`config.mk`:
```
export PLATFORM = sky130hd
export DESIGN_NAME = sbc_interrupt_status_bank
export DESIGN_NICKNAME = d
export VERILOG_FILES = /design/src/sbc_irq_pkg.sv /design/src/pending_reg.sv /design/src/sbc_interrupt_status_bank.sv
export VERILOG_INCLUDE_DIRS = /design/src
export SDC_FILE = /design/constraint.sdc
export NUM_CORES = 1
export LEC_CHECK = 0
export BUFFER_PORTS_ARGS = -buffer_cell sky130_fd_sc_hd__buf_2
export CAP_MARGIN = 20
export CORE_MARGIN = 4
export CORE_UTILIZATION = 46
export DETAILED_ROUTE_END_ITERATION = 7
export HOLD_SLACK_MARGIN = 0.1
export PLACE_DENSITY_LB_ADDON = 0.15
export SYNTH_ARGS = -nofsm -noshare
export SYNTH_HDL_FRONTEND = slang
export SYNTH_SLANG_ARGS = --single-unit
```
`constraint.sdc`:
```
create_clock -name mclk -period 2 [get_ports mclk]
set_input_delay 0.4 -clock mclk [delete_from_list [all_inputs] [get_ports mclk]]
set_output_delay 0.4 -clock mclk [all_outputs]
set_load 0.02 [all_outputs]
```
`src/sbc_irq_consts.svh`:
```
`ifndef SBC_IRQ_CONSTS_SVH
`define SBC_IRQ_CONSTS_SVH

// Register addresses on the serial control port.
`define ADDR_GLOBAL 8'h60
`define ADDR_SYSTEM 8'h61
`define ADDR_SUPPLY 8'h62
`define ADDR_TRX 8'h63
`define ADDR_B0_WAKE 8'h64
`define ADDR_B0_FAIL 8'h65
`define ADDR_B1_WAKE 8'h66
`define ADDR_B1_FAIL 8'h67

// Implemented bits of each status register; reserved bits read as zero.
`define VALID_SYSTEM 8'h37
`define VALID_SUPPLY 8'h3f
`define VALID_TRX 8'h3c
`define VALID_BANK 8'hff
`define VALID_GLOBAL 8'h7f
`define PENDING_RESET 8'h00

// Bits that have no enable and are always active.
`define ALWAYS_ON_SYSTEM 8'h31
`define ALWAYS_ON_TRX 8'h20

// Bits that also drive the secondary interrupt output.
`define SECOND_SYSTEM 8'h24
`define SECOND_SUPPLY 8'h39

// System register bit positions.
`define SYS_OVSD 5
`define SYS_POWER_ON 4
`define SYS_OVERTEMP 2
`define SYS_SPI_FAIL 1
`define SYS_WATCHDOG 0

// Supply register bit positions.
`define SUP_CONVERTER 5
`define SUP_BAT_OVER 4
`define SUP_BAT_UNDER 3
`define SUP_EXT_OVER 2
`define SUP_EXT_UNDER 1
`define SUP_MAIN_UNDER 0

// Transceiver register bit positions.
`define TRX_PN_ERROR 5
`define TRX_SILENCE 4
`define TRX_LIN2 3
`define TRX_LIN1 2

// Bus silence timeout and clock rate.
`define SILENCE_TIMEOUT_US 1000
`define CLOCK_MHZ 20

`endif

```
`src/sbc_irq_pkg.sv`:
```
package sbc_irq_pkg;

  // Single-cycle event pulses from on-chip logic on the same clock.
  typedef struct packed {
    logic watchdog;
    logic spiFail;
    logic powerOn;
    logic pnFrameError;
    logic linWake1;
    logic linWake2;
  } logicEvents_s;

  // Comparator and pin levels that come from outside the clock domain.
  typedef struct packed {
    logic overTemp;
    logic batOver;
    logic batUnder;
    logic ovShutdown;
    logic extOver;
    logic extUnder;
    logic mainUnder;
    logic convFlag;
    logic canRecessive;
  } analogLevels_s;

  // Enable bits kept by the enable registers outside this block.
  typedef struct packed {
    logic [7:0] sys;
    logic [7:0] sup;
    logic [7:0] trx;
    logic [7:0] b0Wake;
    logic [7:0] b0Fail;
    logic [7:0] b1Wake;
    logic [7:0] b1Fail;
  } enables_s;

  typedef logic [7:0] regByte_t;

endpackage

```
`src/pending_reg.sv`:
```
`timescale 1ns/1ps
`include "sbc_irq_consts.svh"

// One status register of sticky pending bits, cleared by writing one.
module pending_reg #(
  parameter logic [7:0] VALID = 8'hff
) (
  // Clock and reset
  input wire logic mclk,
  input wire logic sys_rst,
  // Set and clear requests
  input wire logic [7:0] setBits,
  input wire logic [7:0] clrBits,
  // Pending bits
  output logic [7:0] pending
);

  logic [7:0] pend_r;
  logic [7:0] pend_nxt;

  // A set in the same cycle as a clear wins, so no event is lost.
  always_comb begin
    pend_nxt = ((pend_r & ~clrBits) | setBits) & VALID;
  end

  always_ff @(posedge mclk) begin
    if (sys_rst) begin
      pend_r <= `PENDING_RESET;
    end else begin
      pend_r <= pend_nxt;
    end
  end

  assign pending = pend_r;

endmodule

```
`src/sbc_interrupt_status_bank.sv`:
```
// What this block does
// - Battery overvoltage latches pending, drives both outputs.
// - Shutdown overvoltage sets pending, both outputs, overload.
// - Converter flag change either way sets pending.
// - Open load with driver active, primary only.
// - Short circuit with driver active, primary only.
// - Rising wake edge on wake pin, primary.
// - Falling wake edge on wake pin, primary.
// - Read-only summary: one bit per status register.
// - System register bit layout, three always enabled.
// - Supply register bit layout, top bits reserved.
// - Transceiver register bit layout, top bits reserved.
// - Bus silent beyond timeout sets silence pending.
// - Secondary output asserts at once, no delay.
// - Four sources have no enable, always active.
`timescale 1ns/1ps
`include "sbc_irq_consts.svh"

module sbc_interrupt_status_bank #(
  parameter int HV_PINS = 8,
  parameter int SILENCE_CYCLES = `SILENCE_TIMEOUT_US * `CLOCK_MHZ
) (
  // Clock and reset
  input wire logic mclk,
  input wire logic sys_rst,
  // Register access from the serial control port
  input wire logic [7:0] regAddr,
  input wire logic regWrEn,
  input wire logic [7:0] regWrData,
  input wire logic regRdEn,
  output logic [7:0] regRdData,
  // Event sources
  input wire sbc_irq_pkg::logicEvents_s logicEvents,
  input wire sbc_irq_pkg::analogLevels_s analogLevels,
  input wire logic [HV_PINS-1:0] hvRiseEdge,
  input wire logic [HV_PINS-1:0] hvFallEdge,
  input wire logic [HV_PINS-1:0] hvOpenLoad,
  input wire logic [HV_PINS-1:0] hvShort,
  input wire logic [HV_PINS-1:0] hvDriverOn,
  input wire logic [HV_PINS-1:0] hvWakeCfg,
  // Enables from the enable registers
  input wire sbc_irq_pkg::enables_s enables,
  // Interrupt and mode outputs
  output logic primaryIrqN,
  output logic secondaryIrqN,
  output logic overloadReq
);

  localparam int NREG = 7;
  localparam int LW = $bits(sbc_irq_pkg::analogLevels_s);

  // Two-stage synchronisers plus a third stage for edge detection.
  logic [LW-1:0] syncA_r, syncB_r, prev_r;
  logic [LW-1:0] syncA_nxt, syncB_nxt, prev_nxt;
  sbc_irq_pkg::analogLevels_s lvl, lvlPrev;

  always_comb begin
    syncA_nxt = analogLevels;
    syncB_nxt = syncA_r;
    prev_nxt = syncB_r;
  end

  always_ff @(posedge mclk) begin
    if (sys_rst) begin
      syncA_r <= '0;
      syncB_r <= '0;
      prev_r <= '0;
    end else begin
      syncA_r <= syncA_nxt;
      syncB_r <= syncB_nxt;
      prev_r <= prev_nxt;
    end
  end

  assign lvl = syncB_r;
  assign lvlPrev = prev_r;

  // Silence counter; any dominant bit restarts it, and it fires once per quiet spell.
  logic [31:0] silCnt_r, silCnt_nxt;
  logic silenceHit;

  always_comb begin
    silCnt_nxt = silCnt_r;
    silenceHit = 1'b0;
    if (!lvl.canRecessive) begin
      silCnt_nxt = '0;
    end else if (silCnt_r < 32'(SILENCE_CYCLES)) begin
      silCnt_nxt = silCnt_r + 32'h1;
    end else if (silCnt_r == 32'(SILENCE_CYCLES)) begin
      silenceHit = 1'b1;
      silCnt_nxt = silCnt_r + 32'h1;
    end
  end

  always_ff @(posedge mclk) begin
    if (sys_rst) begin
      silCnt_r <= '0;
    end else begin
      silCnt_r <= silCnt_nxt;
    end
  end

  // Set requests per register. Comparator sources latch on their rising edge, the converter flag on either edge.
  logic [7:0] setReg [NREG];
  logic [7:0] clrReg [NREG];
  logic [7:0] pendReg [NREG];
  logic [7:0] enReg [NREG];
  logic [7:0] secReg [NREG];
  logic [7:0] addrOf [NREG];
  logic [7:0] validOf [NREG];
  logic [HV_PINS-1:0] wakeR, wakeF, failO, failS;

  assign wakeR = hvRiseEdge & hvWakeCfg;
  assign wakeF = hvFallEdge & hvWakeCfg;
  assign failO = hvOpenLoad & hvDriverOn;
  assign failS = hvShort & hvDriverOn;

  always_comb begin
    for (int r = 0; r < NREG; r++) begin
      setReg[r] = '0;
    end
    setReg[0][`SYS_OVSD] = lvl.ovShutdown & ~lvlPrev.ovShutdown;
    setReg[0][`SYS_POWER_ON] = logicEvents.powerOn;
    setReg[0][`SYS_OVERTEMP] = lvl.overTemp & ~lvlPrev.overTemp;
    setReg[0][`SYS_SPI_FAIL] = logicEvents.spiFail;
    setReg[0][`SYS_WATCHDOG] = logicEvents.watchdog;
    setReg[1][`SUP_CONVERTER] = lvl.convFlag ^ lvlPrev.convFlag;
    setReg[1][`SUP_BAT_OVER] = lvl.batOver & ~lvlPrev.batOver;
    setReg[1][`SUP_BAT_UNDER] = lvl.batUnder & ~lvlPrev.batUnder;
    setReg[1][`SUP_EXT_OVER] = lvl.extOver & ~lvlPrev.extOver;
    setReg[1][`SUP_EXT_UNDER] = lvl.extUnder & ~lvlPrev.extUnder;
    setReg[1][`SUP_MAIN_UNDER] = lvl.mainUnder & ~lvlPrev.mainUnder;
    setReg[2][`TRX_PN_ERROR] = logicEvents.pnFrameError;
    setReg[2][`TRX_SILENCE] = silenceHit;
    setReg[2][`TRX_LIN2] = logicEvents.linWake2;
    setReg[2][`TRX_LIN1] = logicEvents.linWake1;
    // Bank bits: even position is rise or open load, odd is fall or short.
    for (int p = 0; p < HV_PINS && p < 8; p++) begin
      setReg[3 + 2 * (p / 4)][2 * (p % 4)] = wakeR[p];
      setReg[3 + 2 * (p / 4)][2 * (p % 4) + 1] = wakeF[p];
      setReg[4 + 2 * (p / 4)][2 * (p % 4)] = failO[p];
      setReg[4 + 2 * (p / 4)][2 * (p % 4) + 1] = failS[p];
    end
  end

  // Always-on sources ignore their enable bit.
  assign enReg[0] = enables.sys | `ALWAYS_ON_SYSTEM;
  assign enReg[1] = enables.sup;
  assign enReg[2] = enables.trx | `ALWAYS_ON_TRX;
  assign enReg[3] = enables.b0Wake;
  assign enReg[4] = enables.b0Fail;
  assign enReg[5] = enables.b1Wake;
  assign enReg[6] = enables.b1Fail;
  assign secReg = '{`SECOND_SYSTEM, `SECOND_SUPPLY, 8'h00, 8'h00, 8'h00, 8'h00, 8'h00};
  assign addrOf = '{`ADDR_SYSTEM, `ADDR_SUPPLY, `ADDR_TRX, `ADDR_B0_WAKE, `ADDR_B0_FAIL,
                    `ADDR_B1_WAKE, `ADDR_B1_FAIL};
  assign validOf = '{`VALID_SYSTEM, `VALID_SUPPLY, `VALID_TRX, `VALID_BANK, `VALID_BANK,
                     `VALID_BANK, `VALID_BANK};

  // One sticky register per status address; writing one clears a bit.
  logic [7:0] summary;
  genvar g;
  generate
    for (g = 0; g < NREG; g++) begin : gReg
      assign clrReg[g] = (regWrEn && regAddr == addrOf[g]) ? regWrData : 8'h00;
      pending_reg #(
        .VALID(g == 0 ? `VALID_SYSTEM : g == 1 ? `VALID_SUPPLY : g == 2 ? `VALID_TRX
               : `VALID_BANK)
      ) uPend (
        .mclk(mclk),
        .sys_rst(sys_rst),
        .setBits(setReg[g]),
        .clrBits(clrReg[g]),
        .pending(pendReg[g])
      );
      // Summary order from bit 0: system, supply, transceiver, banks.
      assign summary[g] = |pendReg[g];
    end
  endgenerate
  assign summary[7] = 1'b0;

  // Output registers. The secondary output has no delay timer in its path.
  logic priAct, secAct;
  logic [7:0] rd_r, rd_nxt;
  logic priN_r, priN_nxt, secN_r, secN_nxt, ovl_r, ovl_nxt;

  always_comb begin
    priAct = 1'b0;
    secAct = 1'b0;
    for (int r = 0; r < NREG; r++) begin
      priAct = priAct | (|(pendReg[r] & enReg[r]));
      secAct = secAct | (|(pendReg[r] & enReg[r] & secReg[r]));
    end
    priN_nxt = ~priAct;
    secN_nxt = ~secAct;
    ovl_nxt = setReg[0][`SYS_OVSD];
    rd_nxt = rd_r;
    if (regRdEn) begin
      rd_nxt = 8'h00;
      if (regAddr == `ADDR_GLOBAL) begin
        rd_nxt = summary & `VALID_GLOBAL;
      end
      for (int r = 0; r < NREG; r++) begin
        if (regAddr == addrOf[r]) begin
          rd_nxt = pendReg[r] & validOf[r];
        end
      end
    end
  end

  always_ff @(posedge mclk) begin
    if (sys_rst) begin
      priN_r <= 1'b1;
      secN_r <= 1'b1;
      ovl_r <= 1'b0;
      rd_r <= 8'h00;
    end else begin
      priN_r <= priN_nxt;
      secN_r <= secN_nxt;
      ovl_r <= ovl_nxt;
      rd_r <= rd_nxt;
    end
  end

  assign primaryIrqN = priN_r;
  assign secondaryIrqN = secN_r;
  assign overloadReq = ovl_r;
  assign regRdData = rd_r;
endmodule

```
Word level (Yosys, flattened, before mapping)

Index checks and enable logic that the tools add are counted.

Add/sub/neg operators: 1
Magnitude comparators: 1
Equal/unequal tests: 9
Multiplexer cells: 20
Bitwise logic cells: 57
Reductions and logical operators: 25

Operators by type and width:

| operator                                                                        | number |
|---|---|
| 8-bit OR reduction                                                              | 14 |
| 8-bit AND                                                                       | 12 |
| 8-bit by 7-bit equality test with 1-bit output (second input constant)          | 8 |
| 32-bit 2-to-1 mux                                                               | 2 |
| 8-bit 2-to-1 mux                                                                | 8 |
| 32-bit by 1-bit adder with 32-bit output (second input constant)                | 1 |
| 32-bit by 15-bit equality test with 1-bit output (second input constant)        | 1 |
| 32-bit by 15-bit less-than comparator with 1-bit output (second input constant) | 1 |
| 8-bit inverter                                                                  | 4 |
| 8-bit OR                                                                        | 4 |
| 7-bit 2-to-1 mux                                                                | 4 |
| 6-bit by 8-bit AND with 8-bit output                                            | 3 |
| 6-bit AND                                                                       | 3 |
| 6-bit 2-to-1 mux                                                                | 3 |
| 6-bit inverter                                                                  | 3 |
| 6-bit OR                                                                        | 3 |
| 1-bit inverter                                                                  | 10 |
| 1-bit AND                                                                       | 7 |
| 1-bit logical AND                                                               | 7 |
| 1-bit OR                                                                        | 7 |
| 2-bit OR reduction                                                              | 2 |
| 4-bit OR reduction                                                              | 1 |
| 1-bit 2-to-1 mux                                                                | 3 |
| 2-bit nonzero test                                                              | 1 |
| 1-bit bitwise XOR                                                               | 1 |

Register bits: 117
Input bits: 139
Output and inout port bits: 11

Depth between registers and ports, before layout

Depth in word-level cells: 9
Gate-level depth with buffers: 9

Hierarchy

From an unflattened synthesis, not the netlist that was laid out.

Cell total of the unflattened synthesis: 697
Area, all modules: 6,143.4 um2

By module, submodules not included:

| module                          | instances | cells an instance | area an instance (um2) | seq. area each (um2) |
|---|---|---|---|---|
| sbc_interrupt_status_bank       | 1         | 493               | 3,967.6                | 1,381.3 |
| pending_reg (gReg[3].uPend ...) | 4         | 33                | 381.6                  | 160.2 |
| pending_reg (gReg[1].uPend)     | 1         | 27                | 274.0                  | 120.1 |
| pending_reg (gReg[0].uPend)     | 1         | 24                | 201.4                  | 100.1 |
| pending_reg (gReg[2].uPend)     | 1         | 21                | 173.9                  | 80.1 |

Least setup slack after synthesis

No wires, ideal clock.

Kind: register to register
From: register silCnt_r[6]
To: register silCnt_r[5]
Setup time: 0.132 ns
Arrival: 1.918 ns
Data required time: 1.868 ns
Setup slack: -0.050 ns
Stages on the path, launching flop included: 8
Buffers on the path: 2
Clock period less this slack: 2.050 ns
Cells stage by stage: dfxtp_1 -> or4_1 -> a211o_1 -> a21o_1 -> buf_6 -> buf_2 -> o31ai_1 -> a21oi_1

Cells in the longest elaborated chain, start to end: 2
Elaborated cells between the ends (all ways): 4
Those cells by class: order compare: 1; eq/ne: 1; mux: 1; reduce/logical: 1

RTL lines:

| item                                                                                                                        | line                                                             | text |
|---|---|---|
| start: declaration                                                                                                          | sbc_interrupt_status_bank.sv:79                                  | `logic [31:0] silCnt_r, silCnt_nxt;` |
| start signal: assignment                                                                                                    | sbc_interrupt_status_bank.sv:99                                  | `silCnt_r <= silCnt_nxt;` |
| 32-bit by 15-bit less-than comparator with 1-bit output or 32-bit by 15-bit equality test with 1-bit output (tied branches) | sbc_interrupt_status_bank.sv:87, sbc_interrupt_status_bank.sv:89 |  |
| 32-bit 2-to-1 mux or 2-bit nonzero test (tied branches)                                                                     | n/a                                                              |  |

Several ways; a longest one is shown, not always the timed one.
A chain may end at the register's enable or synchronous reset.

Worst setup path in the final report

From: register silCnt_r[5]
To: register silCnt_r[3]

Same word-level chain as after synthesis.

==> metrics.log <==
INFO  metric status = finished with violations
INFO  metric failing_checks = negative setup slack
INFO  metric cts_buffers = 17
INFO  metric post-dp-hpwl = 12400 um
INFO  metric final-hold-violation-count = 0
INFO  metric number_of_design_rule_violations_left_by_the_first_detailed_router_iteration = 630
INFO  metric finalPower = 6.08 mW
INFO  metric rsz0062_at_grt = yes
INFO  metric layout.cells.most_common = sky130_fd_sc_hd__buf_2
INFO  metric cp-startpoint = silCnt_r[5]
INFO  metric cts-root-buf = sky130_fd_sc_hd__clkbuf_8
INFO  metric finalCritPeriodShare = 107%
INFO  metric synth_area_leader_cell = sky130_fd_sc_hd__dfxtp_1
INFO  metric worst_pin_slew = 0.589 ns
INFO  metric irDropWorstVdd = 0.803 mV
INFO  metric clock_latency = 0.53 ns
INFO  metric clk_pin_slew_worst_paths = 0.06 ns
INFO  metric timing_max_transition_violations_final = 0
INFO  metric slew_headroom = 60.7%
INFO  metric largest_register_ffs = 47
INFO  metric drt-wirelength-per-cell = 18.4 um
INFO  metric floorplan.initialDensity = 47.2%
INFO  metric layout.cells.most_common_list = 136 x sky130_fd_sc_hd__buf_2, 114 x sky130_fd_sc_hd__dfxtp_1, 78 x sky130_fd_sc_hd__nand2_1
INFO  metric die_width = 111 um
INFO  metric gp_congestion = 0.955
INFO  metric layout-area-overhead-vs-synth = 39.8%
INFO  metric pin_count = 150
INFO  metric count_of_input_and_output_buffers = 136
INFO  metric antenna_violations_before_repair = 0
INFO  metric final_net_count = 909
INFO  metric synth.yosys.warnings = 0
INFO  metric worst-endpoint-arrival = 2.61 ns
INFO  metric number_of_non_filler_instances_in_the_completed_layout = 916
INFO  metric grt_first_pass_wirelength = 26400 um
INFO  metric cts_max_path_buffers = 2
INFO  metric critPathCaptureType = register
INFO  metric async_reset_ff_share = 0%
INFO  metric synth_area = 4900 um^2
INFO  metric skew = 0.00687 ns
INFO  metric drt-total-wl = 16900 um
INFO  metric synth.top_cells.by_area = sky130_fd_sc_hd__dfxtp_1 47%, sky130_fd_sc_hd__a22oi_1 7.0%, sky130_fd_sc_hd__nand2_1 6.0%
INFO  metric critical_path_class = register to register
INFO  metric synth_top_area_share = 47.4%
INFO  metric grt_overflow_total = 0
INFO  metric worstPathMaxFanout = 5
INFO  metric flip_flop_and_latch_count_after_synthesis = 116
INFO  metric netlist-cell-type-count = 55
INFO  metric via_count_of_the_first_global_routing_pass = 5162
INFO  metric postRouteAntennaNets = 0
INFO  metric htree_num_levels = 4
INFO  metric critical_path_required = 2.47 ns
INFO  metric worst_r2r_startpoint = silCnt_r[5]
INFO  metric syn-mean-instance-area = 8.59 um^2
INFO  metric synth-seq-area-share = 47.4%
INFO  metric dieHeight = 111 um
INFO  metric dominantRegCellSynth = sky130_fd_sc_hd__dfxtp_1
INFO  metric timing.final.ws_setup = -0.137 ns
INFO  metric worst_hold_path_type = primary input to register
INFO  metric synth_edf_count = 0
INFO  metric design.die.area = 12400 um^2
INFO  metric worst_hold_startpoint = analogLevels[8]
INFO  metric numClockSinks = 116
INFO  metric detail_route.first_pass.iterations = 6
INFO  metric diodes = 0
INFO  metric fraction_of_layout_instances_using_a_drive_strength_above_1 = 30.6%
INFO  metric dpl.cell_count = 866
INFO  metric max_freq = 468 MHz
INFO  metric grt_max_degree = 60
INFO  metric syn_inst_count = 570
INFO  metric max_cap_viol_count = 0
INFO  metric globalRouteTotalUtil = 27.1%
INFO  metric type_of_origin_of_the_critical_path = register
INFO  metric final_period_minus_worst_setup_slack = 2.14 ns
INFO  metric leakage = 2.91 nW
INFO  metric syn-num-nets = 711
INFO  metric remaining_drc_errors = 0
INFO  metric vias_per_inst = 5.68
INFO  metric via_count = 5205
INFO  metric power_density = 887 nW/um^2
INFO  metric tritoncts = done
INFO  metric placement_rows = 37
INFO  metric setup_viol = 10
INFO  metric core_region_area = 10400 um^2
[critical path, cell delays in order (launching register included)]
cell                      delay [ns]
sky130_fd_sc_hd__dfxtp_2        0.32
sky130_fd_sc_hd__or4_4          0.52
sky130_fd_sc_hd__a211o_1        0.32
sky130_fd_sc_hd__a21o_4         0.26
sky130_fd_sc_hd__buf_6          0.12
sky130_fd_sc_hd__or4_1          0.47
sky130_fd_sc_hd__nand2_1        0.07
[final timing paths]
path	to	slack, ns	cells after the start
setup / recovery	silCnt_r[3]	-0.14	6
hold / removal	syncA_r[8]	0.11	2
setup reg to reg	silCnt_r[3]	-0.14	6
hold reg to reg	overloadReq	0.40	1
[where the power goes]
part / internal [mW] / switching (mW) / total (mW)
registers: 2.40 / 0.0975 / 2.50
clock network: 1.91 / 1.13 / 3.04
logic: 0.269 / 0.273 / 0.541
[synthesized netlist by cell type (2+ instances only)]
| master | n |
|---|---|
| sky130_fd_sc_hd__nand3b_1 | 3 |
| sky130_fd_sc_hd__or3_1 | 3 |
| sky130_fd_sc_hd__a31o_2 | 2 |
| sky130_fd_sc_hd__nand2b_1 | 3 |
| sky130_fd_sc_hd__o41ai_1 | 2 |
| sky130_fd_sc_hd__o21a_1 | 2 |
| sky130_fd_sc_hd__mux2i_1 | 2 |
| sky130_fd_sc_hd__o22ai_1 | 7 |
| sky130_fd_sc_hd__nor3_1 | 7 |
| sky130_fd_sc_hd__o21ai_0 | 19 |
| sky130_fd_sc_hd__a21o_1 | 2 |
| sky130_fd_sc_hd__dfxtp_1 | 116 |
| sky130_fd_sc_hd__nor2_1 | 49 |
| sky130_fd_sc_hd__or4_1 | 10 |
| sky130_fd_sc_hd__mux2_2 | 5 |
| sky130_fd_sc_hd__and2_1 | 17 |
| sky130_fd_sc_hd__o221ai_1 | 4 |
| sky130_fd_sc_hd__and4_1 | 3 |
| sky130_fd_sc_hd__nand2_1 | 78 |
| sky130_fd_sc_hd__a22oi_1 | 46 |
| sky130_fd_sc_hd__and3_1 | 2 |
| sky130_fd_sc_hd__o31ai_1 | 2 |
| sky130_fd_sc_hd__nand4_1 | 10 |
| sky130_fd_sc_hd__a31oi_1 | 4 |
| sky130_fd_sc_hd__nor4_1 | 19 |
| sky130_fd_sc_hd__nand3_1 | 12 |
| sky130_fd_sc_hd__a21oi_1 | 36 |
| sky130_fd_sc_hd__inv_1 | 17 |
| sky130_fd_sc_hd__o211a_1 | 2 |
| sky130_fd_sc_hd__ha_1 | 2 |
| sky130_fd_sc_hd__clkbuf_1 | 17 |
| sky130_fd_sc_hd__buf_1 | 3 |
| sky130_fd_sc_hd__o211ai_1 | 7 |
| sky130_fd_sc_hd__nor2b_1 | 36 |
[cell families after synthesis]
family                   after synthesis  synth area share, %
AO/OA/AOI/OAI                        144                 19.5
adder cells (fa/ha/maj)                2                0.511
XOR/XNOR                               2                0.358
buffers and inverters                 40                 3.24
AND/OR/NAND/NOR                      258                 26.9
flip-flops                           116                 47.4
multiplexers                           8                 2.02
[final cells by class]
class | instances | area, um^2
Tap cell | 136 | 170
Clock buffer | 17 | 414
Multi-Input combinational cell | 415 | 2490
Clock inverter | 14 | 178
Timing Repair Buffer | 200 | 1210
Inverter | 18 | 67.6
Sequential cell | 116 | 2320
Fill cell | 918 | 3520
[stage by stage]
step                      TNS [ns]  util, %  setup WS, ns  hold WS, ns  instance area (um^2)
final                       -0.946     66.1        -0.137        0.111                  6850
after global routing         -1.32     66.1        -0.170        0.107                  6850
after CTS                   -0.743     65.7        -0.121        0.101                  6820
after detailed placement     -1.87     57.9        -0.225        0.402                  6000
after global placement       -1.28     57.9        -0.172        0.397                  6000
after floorplan                  0        -       0.00827        0.378                  4900
[per-layer routing]
metal	share of wire [%]	GRT usage (%)	vias to the layer above
met5	0	0	-
met4	2.5	9.65	0
met3	8.7	8.19	42
met2	48	45.5	251
met1	41	32.8	2440
li1	-	-	2472
[repair_timing]
action | 4_1_cts | 5_1_grt
pin swaps | 12 | 8
setup buffers | 2 | 1
endpoints found under the setup margin | 10 | 14
cloned | 1 | 0
gates resized for setup | 9 | 7
hold endpoints to repair | 15 | 0
hold buffers | 16 | 0
Power figures use the tool's default switching activity.
